<file path="src/pkg/ivm_defs.svh">
// Constants for the interrupt vector mapper: offsets, fields, resets.
// Assumes inclusion by bare name from the package and the top module.
// What this block does
// - Source event sets its sticky flag bit
// - Enable register bit gates each source but the unmaskable scan
// - Request needs flag and enable both set
// - Request stays high until flag cleared
// - Global enable gates all maskable core requests, not irq_out
// - One vector per source; timer A, timer D, converter, I2C and serial port have several
// - Vector 0 reset, vector 1 unmaskable scan
// - Vectors 2-7: monitor, ports, counter, timer
// - Vectors 8-9 follow timer A split mode
// - Vectors 10-12: timer A compare channels
// - Vectors 13-15: timer B, timer D pair
// - Vectors 16-18: comparator and converter events
// - Vectors 19-21: I2C client, host, SPI
// - Vectors 22-25: serial port and EEPROM
// - Port C vector only on 20+ pins
// - Revision identifier readable by the processor
// - Revision reads 8 bits, zero means first
`ifndef IVM_DEFS_SVH
`define IVM_DEFS_SVH

// Register byte offsets on the APB window
`define IVM_OFS_FLAG    12'h000
`define IVM_OFS_ENABLE  12'h004
`define IVM_OFS_CTRL    12'h008
`define IVM_OFS_STATUS  12'h00c
`define IVM_OFS_REVISION_NUMBER   12'h010

// Control register fields
`define IVM_CTRL_GIE    0
`define IVM_CTRL_SPLIT  1
`define IVM_CTRL_RST    2'h0
`define IVM_FLAG_RST    32'h0000_0000
`define IVM_EN_RST      32'h0000_0000

// Status register fields
`define IVM_STAT_REQ    8
`define IVM_STAT_REQ_RST 1'h0

// Revision: zero is the first revision
`define IVM_REV_ID      8'h00

// Package variant and the least pin count with port C
`define IVM_PIN_COUNT   20
`define IVM_PORTC_PINS  20

// Vector numbers, equal to the word address of each entry
`define IVM_VEC_RESET   0
`define IVM_VEC_NMI     1
`define IVM_VEC_VLM     2
`define IVM_VEC_PORTA   3
`define IVM_VEC_PORTB   4
`define IVM_VEC_PORTC   5
`define IVM_VEC_RTCNT   6
`define IVM_VEC_PIT     7
`define IVM_VEC_TAOVF   8
`define IVM_VEC_TAHUNF  9
`define IVM_VEC_TACMP0  10
`define IVM_VEC_TBCAP   13
`define IVM_VEC_TDOVF   14
`define IVM_VEC_TDTRIG  15
`define IVM_VEC_COMP    16
`define IVM_VEC_RESRDY  17
`define IVM_VEC_WINDOW  18
`define IVM_VEC_I2CC    19
`define IVM_VEC_I2CH    20
`define IVM_VEC_SPI     21
`define IVM_VEC_RXC     22
`define IVM_VEC_DRE     23
`define IVM_VEC_TXC     24
`define IVM_VEC_EE      25
`define IVM_VEC_LAST    25

`endif

</file>
<file path="src/pkg/ivm_pkg.sv">
// Types shared by the interrupt vector mapper files.
// Assumes ivm_defs.svh is on the include path.
`include "ivm_defs.svh"

package ivm_pkg;

    // One event strobe per peripheral interrupt source
    typedef struct packed {
        logic crc_scanner_nonmaskable;
        logic voltage_level_monitor_irq;
        logic port_a_change_irq;
        logic port_b_change_irq;
        logic port_c_change_irq;
        logic realtime_counter_irq;
        logic periodic_timer_irq;
        logic timer_a_overflow_irq;
        logic timer_a_low_underflow_irq;
        logic timer_a_high_underflow_irq;
        logic [2:0] timer_a_compare_irq;
        logic [2:0] timer_a_low_compare_irq;
        logic timer_b_capture_irq;
        logic timer_d_overflow_irq;
        logic timer_d_trigger_irq;
        logic comparator_irq;
        logic converter_result_ready_irq;
        logic converter_window_irq;
        logic i2c_client_irq;
        logic i2c_host_irq;
        logic spi_irq;
        logic serial_rx_complete_irq;
        logic serial_tx_empty_irq;
        logic serial_tx_complete_irq;
        logic eeprom_ready_irq;
    } ivm_src_t;

    // Request presented to the processor core
    typedef struct packed {
        logic        req;
        logic [4:0]  vec;
        logic [15:0] addr;
    } ivm_core_t;

    // APB slave phase
    typedef enum logic {
        IVM_ST_IDLE = 1'b0,
        IVM_ST_ACC  = 1'b1
    } ivm_apb_st_t;

endpackage

</file>
<file path="src/rtl/ivm_prio_enc.sv">
// Lowest-index-first priority encoder over the pending vectors.
// Assumes a purely combinational use; the caller registers the result.
`include "ivm_defs.svh"
`timescale 1ns/1ps
`default_nettype none

module ivm_prio_enc
    import ivm_pkg::*;
(
    input  wire logic [31:0] pend,
    output logic             any,
    output logic [4:0]       idx
);

    // Scan from the top down so the lowest set bit is written last
    always_comb begin
        any = 1'b0;
        idx = 5'h00;
        for (int i = 31; i >= 0; i--) begin
            if (pend[i]) begin
                any = 1'b1;
                idx = 5'(i);
            end
        end
    end

endmodule

`default_nettype wire

</file>
<file path="src/rtl/ivm_top.sv">
// Interrupt vector mapper: per-vector flags and enables, global gate,
// vector choice and an APB register window.
// Assumes zero-wait APB3 master, source strobes synchronous to pclk.
`include "ivm_defs.svh"
`timescale 1ns/1ps
`default_nettype none

module ivm_top
    import ivm_pkg::*;
(
    input  wire logic        pclk,
    input  wire logic        presetn,
    input  wire logic        psel,
    input  wire logic        penable,
    input  wire logic        pwrite,
    input  wire logic [11:0] paddr,
    input  wire logic [31:0] pwdata,
    output logic [31:0]      prdata,
    output logic             pready,
    output logic             pslverr,
    input  wire ivm_src_t    src_evt,
    output ivm_core_t        core_req,
    output logic             irq_out
);

    // Stored register state
    logic [31:0] flag_ff;     // irq_flag_reg, one sticky bit per vector
    logic [31:0] en_ff;       // irq_enable_reg, one bit per vector
    logic [1:0]  ctrl_ff;     // Global enable and timer A split mode

    // APB answer flops
    ivm_apb_st_t st_ff;       // Slave phase
    logic [31:0] prdata_ff;   // Read data, loaded in setup
    logic        pready_ff;   // High for the single access cycle
    logic        pslverr_ff;  // Unmapped address seen in setup

    // Core side flops
    ivm_core_t   core_ff;     // Registered request, vector, address
    logic        irq_out_ff;  // Any unmasked flag

    // Combinational helpers
    logic [31:0] vec_evt;     // Event per vector after mode muxing
    logic [31:0] vec_impl;    // Vectors that exist on this variant
    logic [31:0] en_eff;      // Enables with the NMI forced on
    logic [31:0] gate;        // Global enable mask
    logic [31:0] pend;        // Requests eligible for the core
    logic [31:0] w1c;         // Flag bits cleared this cycle
    logic        acc_wr;      // Completing write to a mapped word
    logic        setup;       // Setup cycle of a new transfer
    logic        hit;         // Address decodes to a register
    logic [31:0] rd_mux;      // Read data before the flop
    logic        any;         // Some request is eligible
    logic [4:0]  idx;         // Lowest eligible vector

    // Outputs come straight from flops
    assign prdata   = prdata_ff;
    assign pready   = pready_ff;
    assign pslverr  = pslverr_ff;
    assign core_req = core_ff;
    assign irq_out  = irq_out_ff;

    // Control bits used across the block
    logic gie;
    logic split;
    assign gie   = ctrl_ff[`IVM_CTRL_GIE];
    assign split = ctrl_ff[`IVM_CTRL_SPLIT];

    // Map each source onto its one vector; a vector never serves two
    // peripherals, so only timer A needs a mode mux
    always_comb begin
        vec_evt = 32'h0000_0000;
        // Vector 0 is the reset entry and never flags
        vec_evt[`IVM_VEC_RESET]  = 1'b0;
        vec_evt[`IVM_VEC_NMI]    = src_evt.crc_scanner_nonmaskable;
        // Low system vectors in fixed order
        vec_evt[`IVM_VEC_VLM]    = src_evt.voltage_level_monitor_irq;
        vec_evt[`IVM_VEC_PORTA]  = src_evt.port_a_change_irq;
        vec_evt[`IVM_VEC_PORTB]  = src_evt.port_b_change_irq;
        vec_evt[`IVM_VEC_PORTC]  = src_evt.port_c_change_irq;
        vec_evt[`IVM_VEC_RTCNT]  = src_evt.realtime_counter_irq;
        vec_evt[`IVM_VEC_PIT]    = src_evt.periodic_timer_irq;
        // Timer A overflow or split-mode underflows
        if (split) begin
            vec_evt[`IVM_VEC_TAOVF]  = src_evt.timer_a_low_underflow_irq;
            vec_evt[`IVM_VEC_TAHUNF] = src_evt.timer_a_high_underflow_irq;
        end else begin
            // Vector 9 has no source in normal mode
            vec_evt[`IVM_VEC_TAOVF]  = src_evt.timer_a_overflow_irq;
            vec_evt[`IVM_VEC_TAHUNF] = 1'b0;
        end
        // Compare channels 0 to 2, low byte ones when split
        if (split) begin
            vec_evt[`IVM_VEC_TACMP0 +: 3] = src_evt.timer_a_low_compare_irq;
        end else begin
            vec_evt[`IVM_VEC_TACMP0 +: 3] = src_evt.timer_a_compare_irq;
        end
        // Timer B and timer D
        vec_evt[`IVM_VEC_TBCAP]  = src_evt.timer_b_capture_irq;
        vec_evt[`IVM_VEC_TDOVF]  = src_evt.timer_d_overflow_irq;
        vec_evt[`IVM_VEC_TDTRIG] = src_evt.timer_d_trigger_irq;
        // Analog group
        vec_evt[`IVM_VEC_COMP]   = src_evt.comparator_irq;
        vec_evt[`IVM_VEC_RESRDY] = src_evt.converter_result_ready_irq;
        vec_evt[`IVM_VEC_WINDOW] = src_evt.converter_window_irq;
        // Serial buses
        vec_evt[`IVM_VEC_I2CC]   = src_evt.i2c_client_irq;
        vec_evt[`IVM_VEC_I2CH]   = src_evt.i2c_host_irq;
        vec_evt[`IVM_VEC_SPI]    = src_evt.spi_irq;
        // Serial port and memory controller
        vec_evt[`IVM_VEC_RXC]    = src_evt.serial_rx_complete_irq;
        vec_evt[`IVM_VEC_DRE]    = src_evt.serial_tx_empty_irq;
        vec_evt[`IVM_VEC_TXC]    = src_evt.serial_tx_complete_irq;
        vec_evt[`IVM_VEC_EE]     = src_evt.eeprom_ready_irq;
    end

    // Which vectors exist; unused bits read zero and never flag
    always_comb begin
        vec_impl = 32'h0000_0000;
        for (int v = `IVM_VEC_NMI; v <= `IVM_VEC_LAST; v++) begin
            vec_impl[v] = 1'b1;
        end
        // Small packages lack port C, so its vector stays idle
        if (`IVM_PIN_COUNT < `IVM_PORTC_PINS) begin
            vec_impl[`IVM_VEC_PORTC] = 1'b0;
        end
    end

    // The scan vector cannot be masked by any bit
    always_comb begin
        en_eff = en_ff & vec_impl;
        en_eff[`IVM_VEC_NMI] = 1'b1;
    end

    // Global gate passes only the NMI when cleared
    always_comb begin
        gate = 32'h0000_0000;
        gate[`IVM_VEC_NMI] = 1'b1;
        if (gie) begin
            gate = 32'hffff_ffff;
        end
    end

    // Eligible requests: flag and enable both set
    assign pend = flag_ff & en_eff & gate;

    // APB decode helpers
    assign setup  = psel & ~penable;
    assign acc_wr = psel & penable & pready_ff & pwrite & ~pslverr_ff;

    // Address decode of the five words
    always_comb begin
        case (paddr)
            `IVM_OFS_FLAG:   hit = 1'b1;
            `IVM_OFS_ENABLE: hit = 1'b1;
            `IVM_OFS_CTRL:   hit = 1'b1;
            `IVM_OFS_STATUS: hit = 1'b1;
            `IVM_OFS_REVISION_NUMBER:  hit = 1'b1;
            default:         hit = 1'b0;
        endcase
    end

    // Write-one-to-clear mask for the flag word
    always_comb begin
        w1c = 32'h0000_0000;
        if (acc_wr && paddr == `IVM_OFS_FLAG) begin
            w1c = pwdata;
        end
    end

    // One flop per vector flag; a new event beats a clear in the same
    // cycle so no event is ever lost
    for (genvar g = 0; g < 32; g++) begin : g_flag
        always_ff @(posedge pclk or negedge presetn) begin
            if (!presetn) begin
                flag_ff[g] <= 1'b0;
            end else if (vec_impl[g] && vec_evt[g]) begin
                flag_ff[g] <= 1'b1;
            end else if (w1c[g]) begin
                flag_ff[g] <= 1'b0; // Held until software clears
            end
        end
    end

    // Enable word, one bit per vector source
    always_ff @(posedge pclk or negedge presetn) begin
        if (!presetn) begin
            en_ff <= `IVM_EN_RST;
        end else if (acc_wr && paddr == `IVM_OFS_ENABLE) begin
            en_ff <= pwdata & vec_impl;
        end
    end

    // Control word: global enable and timer A split mode
    always_ff @(posedge pclk or negedge presetn) begin
        if (!presetn) begin
            ctrl_ff <= `IVM_CTRL_RST;
        end else if (acc_wr && paddr == `IVM_OFS_CTRL) begin
            ctrl_ff <= pwdata[1:0];
        end
    end

    // Read mux, sampled in the setup cycle
    always_comb begin
        rd_mux = 32'h0000_0000;
        case (paddr)
            `IVM_OFS_FLAG: begin
                rd_mux = flag_ff;
            end
            `IVM_OFS_ENABLE: begin
                rd_mux = en_eff;
            end
            `IVM_OFS_CTRL: begin
                rd_mux[1:0] = ctrl_ff;
            end
            `IVM_OFS_STATUS: begin
                // Shows what the core is being offered now
                rd_mux[4:0] = core_ff.vec;
                rd_mux[`IVM_STAT_REQ] = core_ff.req;
            end
            `IVM_OFS_REVISION_NUMBER: begin
                rd_mux[7:0] = `IVM_REV_ID;
            end
            default: begin
                rd_mux = 32'h0000_0000;
            end
        endcase
    end

    // APB phase machine: every transfer answers in its first access
    // cycle; read data is a snapshot taken at setup
    always_ff @(posedge pclk or negedge presetn) begin
        if (!presetn) begin
            st_ff      <= IVM_ST_IDLE;
            pready_ff  <= 1'b0;
            pslverr_ff <= 1'b0;
            prdata_ff  <= 32'h0000_0000;
        end else begin
            case (st_ff)
                IVM_ST_IDLE: begin
                    if (setup) begin
                        st_ff      <= IVM_ST_ACC;
                        pready_ff  <= 1'b1;
                        pslverr_ff <= ~hit;
                        prdata_ff  <= pwrite ? 32'h0000_0000 : rd_mux;
                    end
                end
                IVM_ST_ACC: begin
                    // Access completes at this edge; drop the answer
                    st_ff      <= IVM_ST_IDLE;
                    pready_ff  <= 1'b0;
                    pslverr_ff <= 1'b0;
                end
                default: begin
                    st_ff     <= IVM_ST_IDLE;
                    pready_ff <= 1'b0;
                end
            endcase
        end
    end

    // Lowest pending vector first
    ivm_prio_enc u_enc (
        .pend (pend),
        .any  (any),
        .idx  (idx)
    );

    // Core request flops; the request is a level that follows the flag,
    // so it falls one edge after the flag is cleared
    always_ff @(posedge pclk or negedge presetn) begin
        if (!presetn) begin
            core_ff.req  <= `IVM_STAT_REQ_RST;
            core_ff.vec  <= 5'h00;
            core_ff.addr <= 16'h0000;
        end else begin
            core_ff.req  <= any;
            core_ff.vec  <= idx;
            // Word address is the vector number itself
            core_ff.addr <= {11'h000, idx};
        end
    end

    // Interrupt line: any flag whose enable is set, ignoring the
    // global gate so software can poll with interrupts off
    always_ff @(posedge pclk or negedge presetn) begin
        if (!presetn) begin
            irq_out_ff <= 1'b0;
        end else begin
            irq_out_ff <= |(flag_ff & en_eff);
        end
    end

    // A peripheral with many causes ORs them onto its one strobe
    // before this block, so each vector has one flag

endmodule

`default_nettype wire

</file>
<file path="config.mk">
export PLATFORM = sky130hd
export DESIGN_NAME = ivm_top
export DESIGN_NICKNAME = d
export VERILOG_FILES = /design/src/pkg/ivm_pkg.sv /design/src/rtl/ivm_prio_enc.sv /design/src/rtl/ivm_top.sv
export VERILOG_INCLUDE_DIRS = /design/src /design/src/pkg
export SDC_FILE = /design/constraint.sdc
export NUM_CORES = 1
export LEC_CHECK = 0
export ABC_AREA = 1
export BUFFER_PORTS_ARGS = -buffer_cell sky130_fd_sc_hd__buf_2
export CORE_MARGIN = 2
export CORE_UTILIZATION = 25
export CTS_BUF_LIST = sky130_fd_sc_hd__clkbuf_2 sky130_fd_sc_hd__clkbuf_4 sky130_fd_sc_hd__clkbuf_8
export DETAILED_ROUTE_END_ITERATION = 10
export GPL_ROUTABILITY_DRIVEN = 1
export GPL_TIMING_DRIVEN = 0
export SETUP_SLACK_MARGIN = 0.02
export SLEW_MARGIN = 15
export SYNTH_ARGS = -nofsm -noshare
export SYNTH_HDL_FRONTEND = slang
export SYNTH_HIERARCHICAL = 1
export SYNTH_SLANG_ARGS = --single-unit
</file>
<file path="constraint.sdc">
create_clock -name pclk -period 4.04 [get_ports pclk]
set_clock_uncertainty 0.1 [all_clocks]
set_input_delay 1.212 -clock pclk [delete_from_list [all_inputs] [get_ports pclk]]
set_output_delay 1.212 -clock pclk [all_outputs]
set_load 0.1 [all_outputs]
</file>
==> impl_metrics.ini <==
[logic_synthesis]
ys_warn_count = 6
synth.area.top_cells = dfrtp_1 46%, nand2_1 18%, inv_1 7.0%
synth_area_mm2 = 0.00472
avgSynthCellArea_um2 = 7.21
ys_ff_latch = 87
synth_top_cell_area_share_pct = 46.1
synth_area_leader_cell = dfrtp_1
ys_types = 31
syn_inst = 654
yosysSeqAreaShare_pct = 46.1

[critical_path]
crit_slowest_cell = dfrtp_1
cpPeakStageDelay_ns = 0.42
path_cells = buf_4 > buf_2
path_max_fanout = 3
ff2ff_setup_slack_ns = 1.56
worstSetupPathType = reg2out
crit_start = core_req[3]
r2r-start = ctrl_ff[0]
critical_path_required_ns = 2.73
r2r_cells = 27
start_kind = flop
reg2reg_to = core_req[0]
critPathCapture = core_req[19]
arrival_ns = 1.34
endpoint_kind = output pin

[die]
die_x_um = 141
dieHeight_um = 141
die_area_mm2 = 0.0200
core_area_mm2 = 0.0186
row_count = 50
io_pins = 135
start_util_pct = 25.3

[worst_hold_path]
hold_class = reg2reg

[detailed_routing]
routedWlPerCell_um = 13.1
dr.pass1.iters = 5
drtIter0Drc = 230
dr_total_vias = 4356
ant_nets = 0
drc = 0
vias_per_cell = 4.16
wl_mm = 13.7

[sta]
worst_pin_slew_ns = 0.637
relSlewSlack_pct = 57.6
finalCritPeriodShare_pct = 65.8
final_hold_viol_count = 0
grt_setup_unrepaired = false
final-setup-viol-count = 0
timing.final.crit_period_ns = 2.66
fmax_mhz = 376
finalMaxSlewViolations = 0
tns_ns = 0

[clocking]
postCtsHoldBufs = 0
cts_sinks = 87
cts_buffer_depth = 2
cts-buffers-inserted = 9
htreeDepth = 3
post_cts_buffers = 0
cts_root_buf = clkbuf_8
clk_latency_ns = 0.38
cts_tree = built
cts_resized = 0
clk_pin_slew_ns = 0.09

[power]
swShare_pct = 26.2
p_leak_nw = 3.52
power_frac_clock_pct = 41.8
p_seq_share_pct = 46.2
powerDensity_mw_per_mm2 = 318
switchingPower_mw = 0.498
p_int_mw = 1.40
power_frac_comb_pct = 12.0
p_total_mw = 1.90
vdd.ir_drop.worst_mv = 0.195

[grt]
first_global_vias = 4139
antenna_found_initial = 0
grtUsageTotal_pct = 14.2
grt_pass1_wl_mm = 21.7
overflow = 0
grt_max_degree = 46

[placement]
io_buffers = 111
post-dp-hpwl_mm = 10.6
gp_congestion = 0.801
placedCellCount = 1033
placed_area_mm2 = 0.00572

[finish]
final_common_cell = nand2_1
mostFrequentLayoutCells = 232 x nand2_1, 118 x buf_2, 88 x inv_1
areaGrowthSynthToFinish_pct = 26.7
num_antenna_cells = 0
layout-drive-gt1-share_pct = 22.7
nets = 888
finalInstanceArea_mm2 = 0.00598
fill_cells = 2046
fin_cells = 1048

[outcome]
status = complete, no violations

[run]
maxCapViolCount = 0
==> worst max-delay path, delay by kind of cell (launching register included) <==
kind / cells / cell delay [ns]
buffers and inverters: 2 / 0.54
DFF: 1 / 0.42
==> through the flow <==
stage | worst slack (ns) | utilization, % | hold slack [ns]
detailed placement | 1.18 | 30.7 | 0.314
finish | 1.38 | 32.1 | 0.325
global route | 1.22 | 32.1 | 0.347
CTS | 1.36 | 32.1 | 0.326
floorplan | 1.39 | - | 0.303
global placement | 0.783 | 30.5 | 0.314
==> layout make-up <==
type | instances | area (um2) | share of cell area (%)
timing repair buffer | 112 | 586 | 9.79
tap | 234 | 293 | 4.90
multi-input combinational | 463 | 2020 | 33.8
clock inverter | 6 | 134 | 2.24
inverter | 97 | 367 | 6.13
buffer | 40 | 280 | 4.69
clock buffer | 9 | 124 | 2.07
sequential | 87 | 2180 | 36.4
==> routing by layer <==
metal	routed length [um]	track usage [%]
met1	6400	18.9
met2	6310	23.3
met3	810	3.41
met4	159	3.47
met5	0	0
==> sequential cells by signal, indices dropped and copies added, names as in the netlist <==
register / count
prdata: 26
flag_ff: 25
ctrl_ff: 2
pready: 1
irq_out: 1
en_ff: 24
core_req: 6
st_ff: 1
pslverr: 1
==> logic make-up after synthesis <==
| logic type | synth area share (%) |
|---|---|
| other cells | 0.0795 |
| buf+inv | 13.7 |
| compound gates | 10.3 |
| simple gates | 29.8 |
| flops | 46.1 |
==> how the worst min path moves through the flow <==
stage | start | endpoint | slack (ns) | cells after the start
after floorplan | st_ff | pready | 0.30 | 1
after global placement | st_ff | pready | 0.31 | 1
after detailed placement | st_ff | pready | 0.31 | 1
after CTS | st_ff | pready | 0.33 | 1
after global routing | st_ff | pready | 0.35 | 1
final | st_ff | pready | 0.33 | 1
==> power groups by stage <==
stage | combinational (mW) | sequential [mW] | clock [mW]
detailed placement | 0.230 | 0.894 | 0
global route | 0.248 | 0.878 | 0.853
global placement | 0.225 | 0.894 | 0
floorplan | 0.130 | 0.917 | 0
CTS | 0.230 | 0.877 | 0.820
finish | 0.228 | 0.877 | 0.795
==> cells in the mapped netlist (all sizes together) <==
library cell,n
nand2,236
conb,1
nand4,6
a311oi,1
a21oi,6
nor4,4
a211oi,1
clkbuf,5
and3,1
inv,97
o22ai,1
a31oi,1
nor2,71
o21bai,18
o21ai,52
nand3,26
buf,35
dfrtp,87
o31ai,1
nor3,4
No activity file was read; power rests on OpenSTA's default activity.
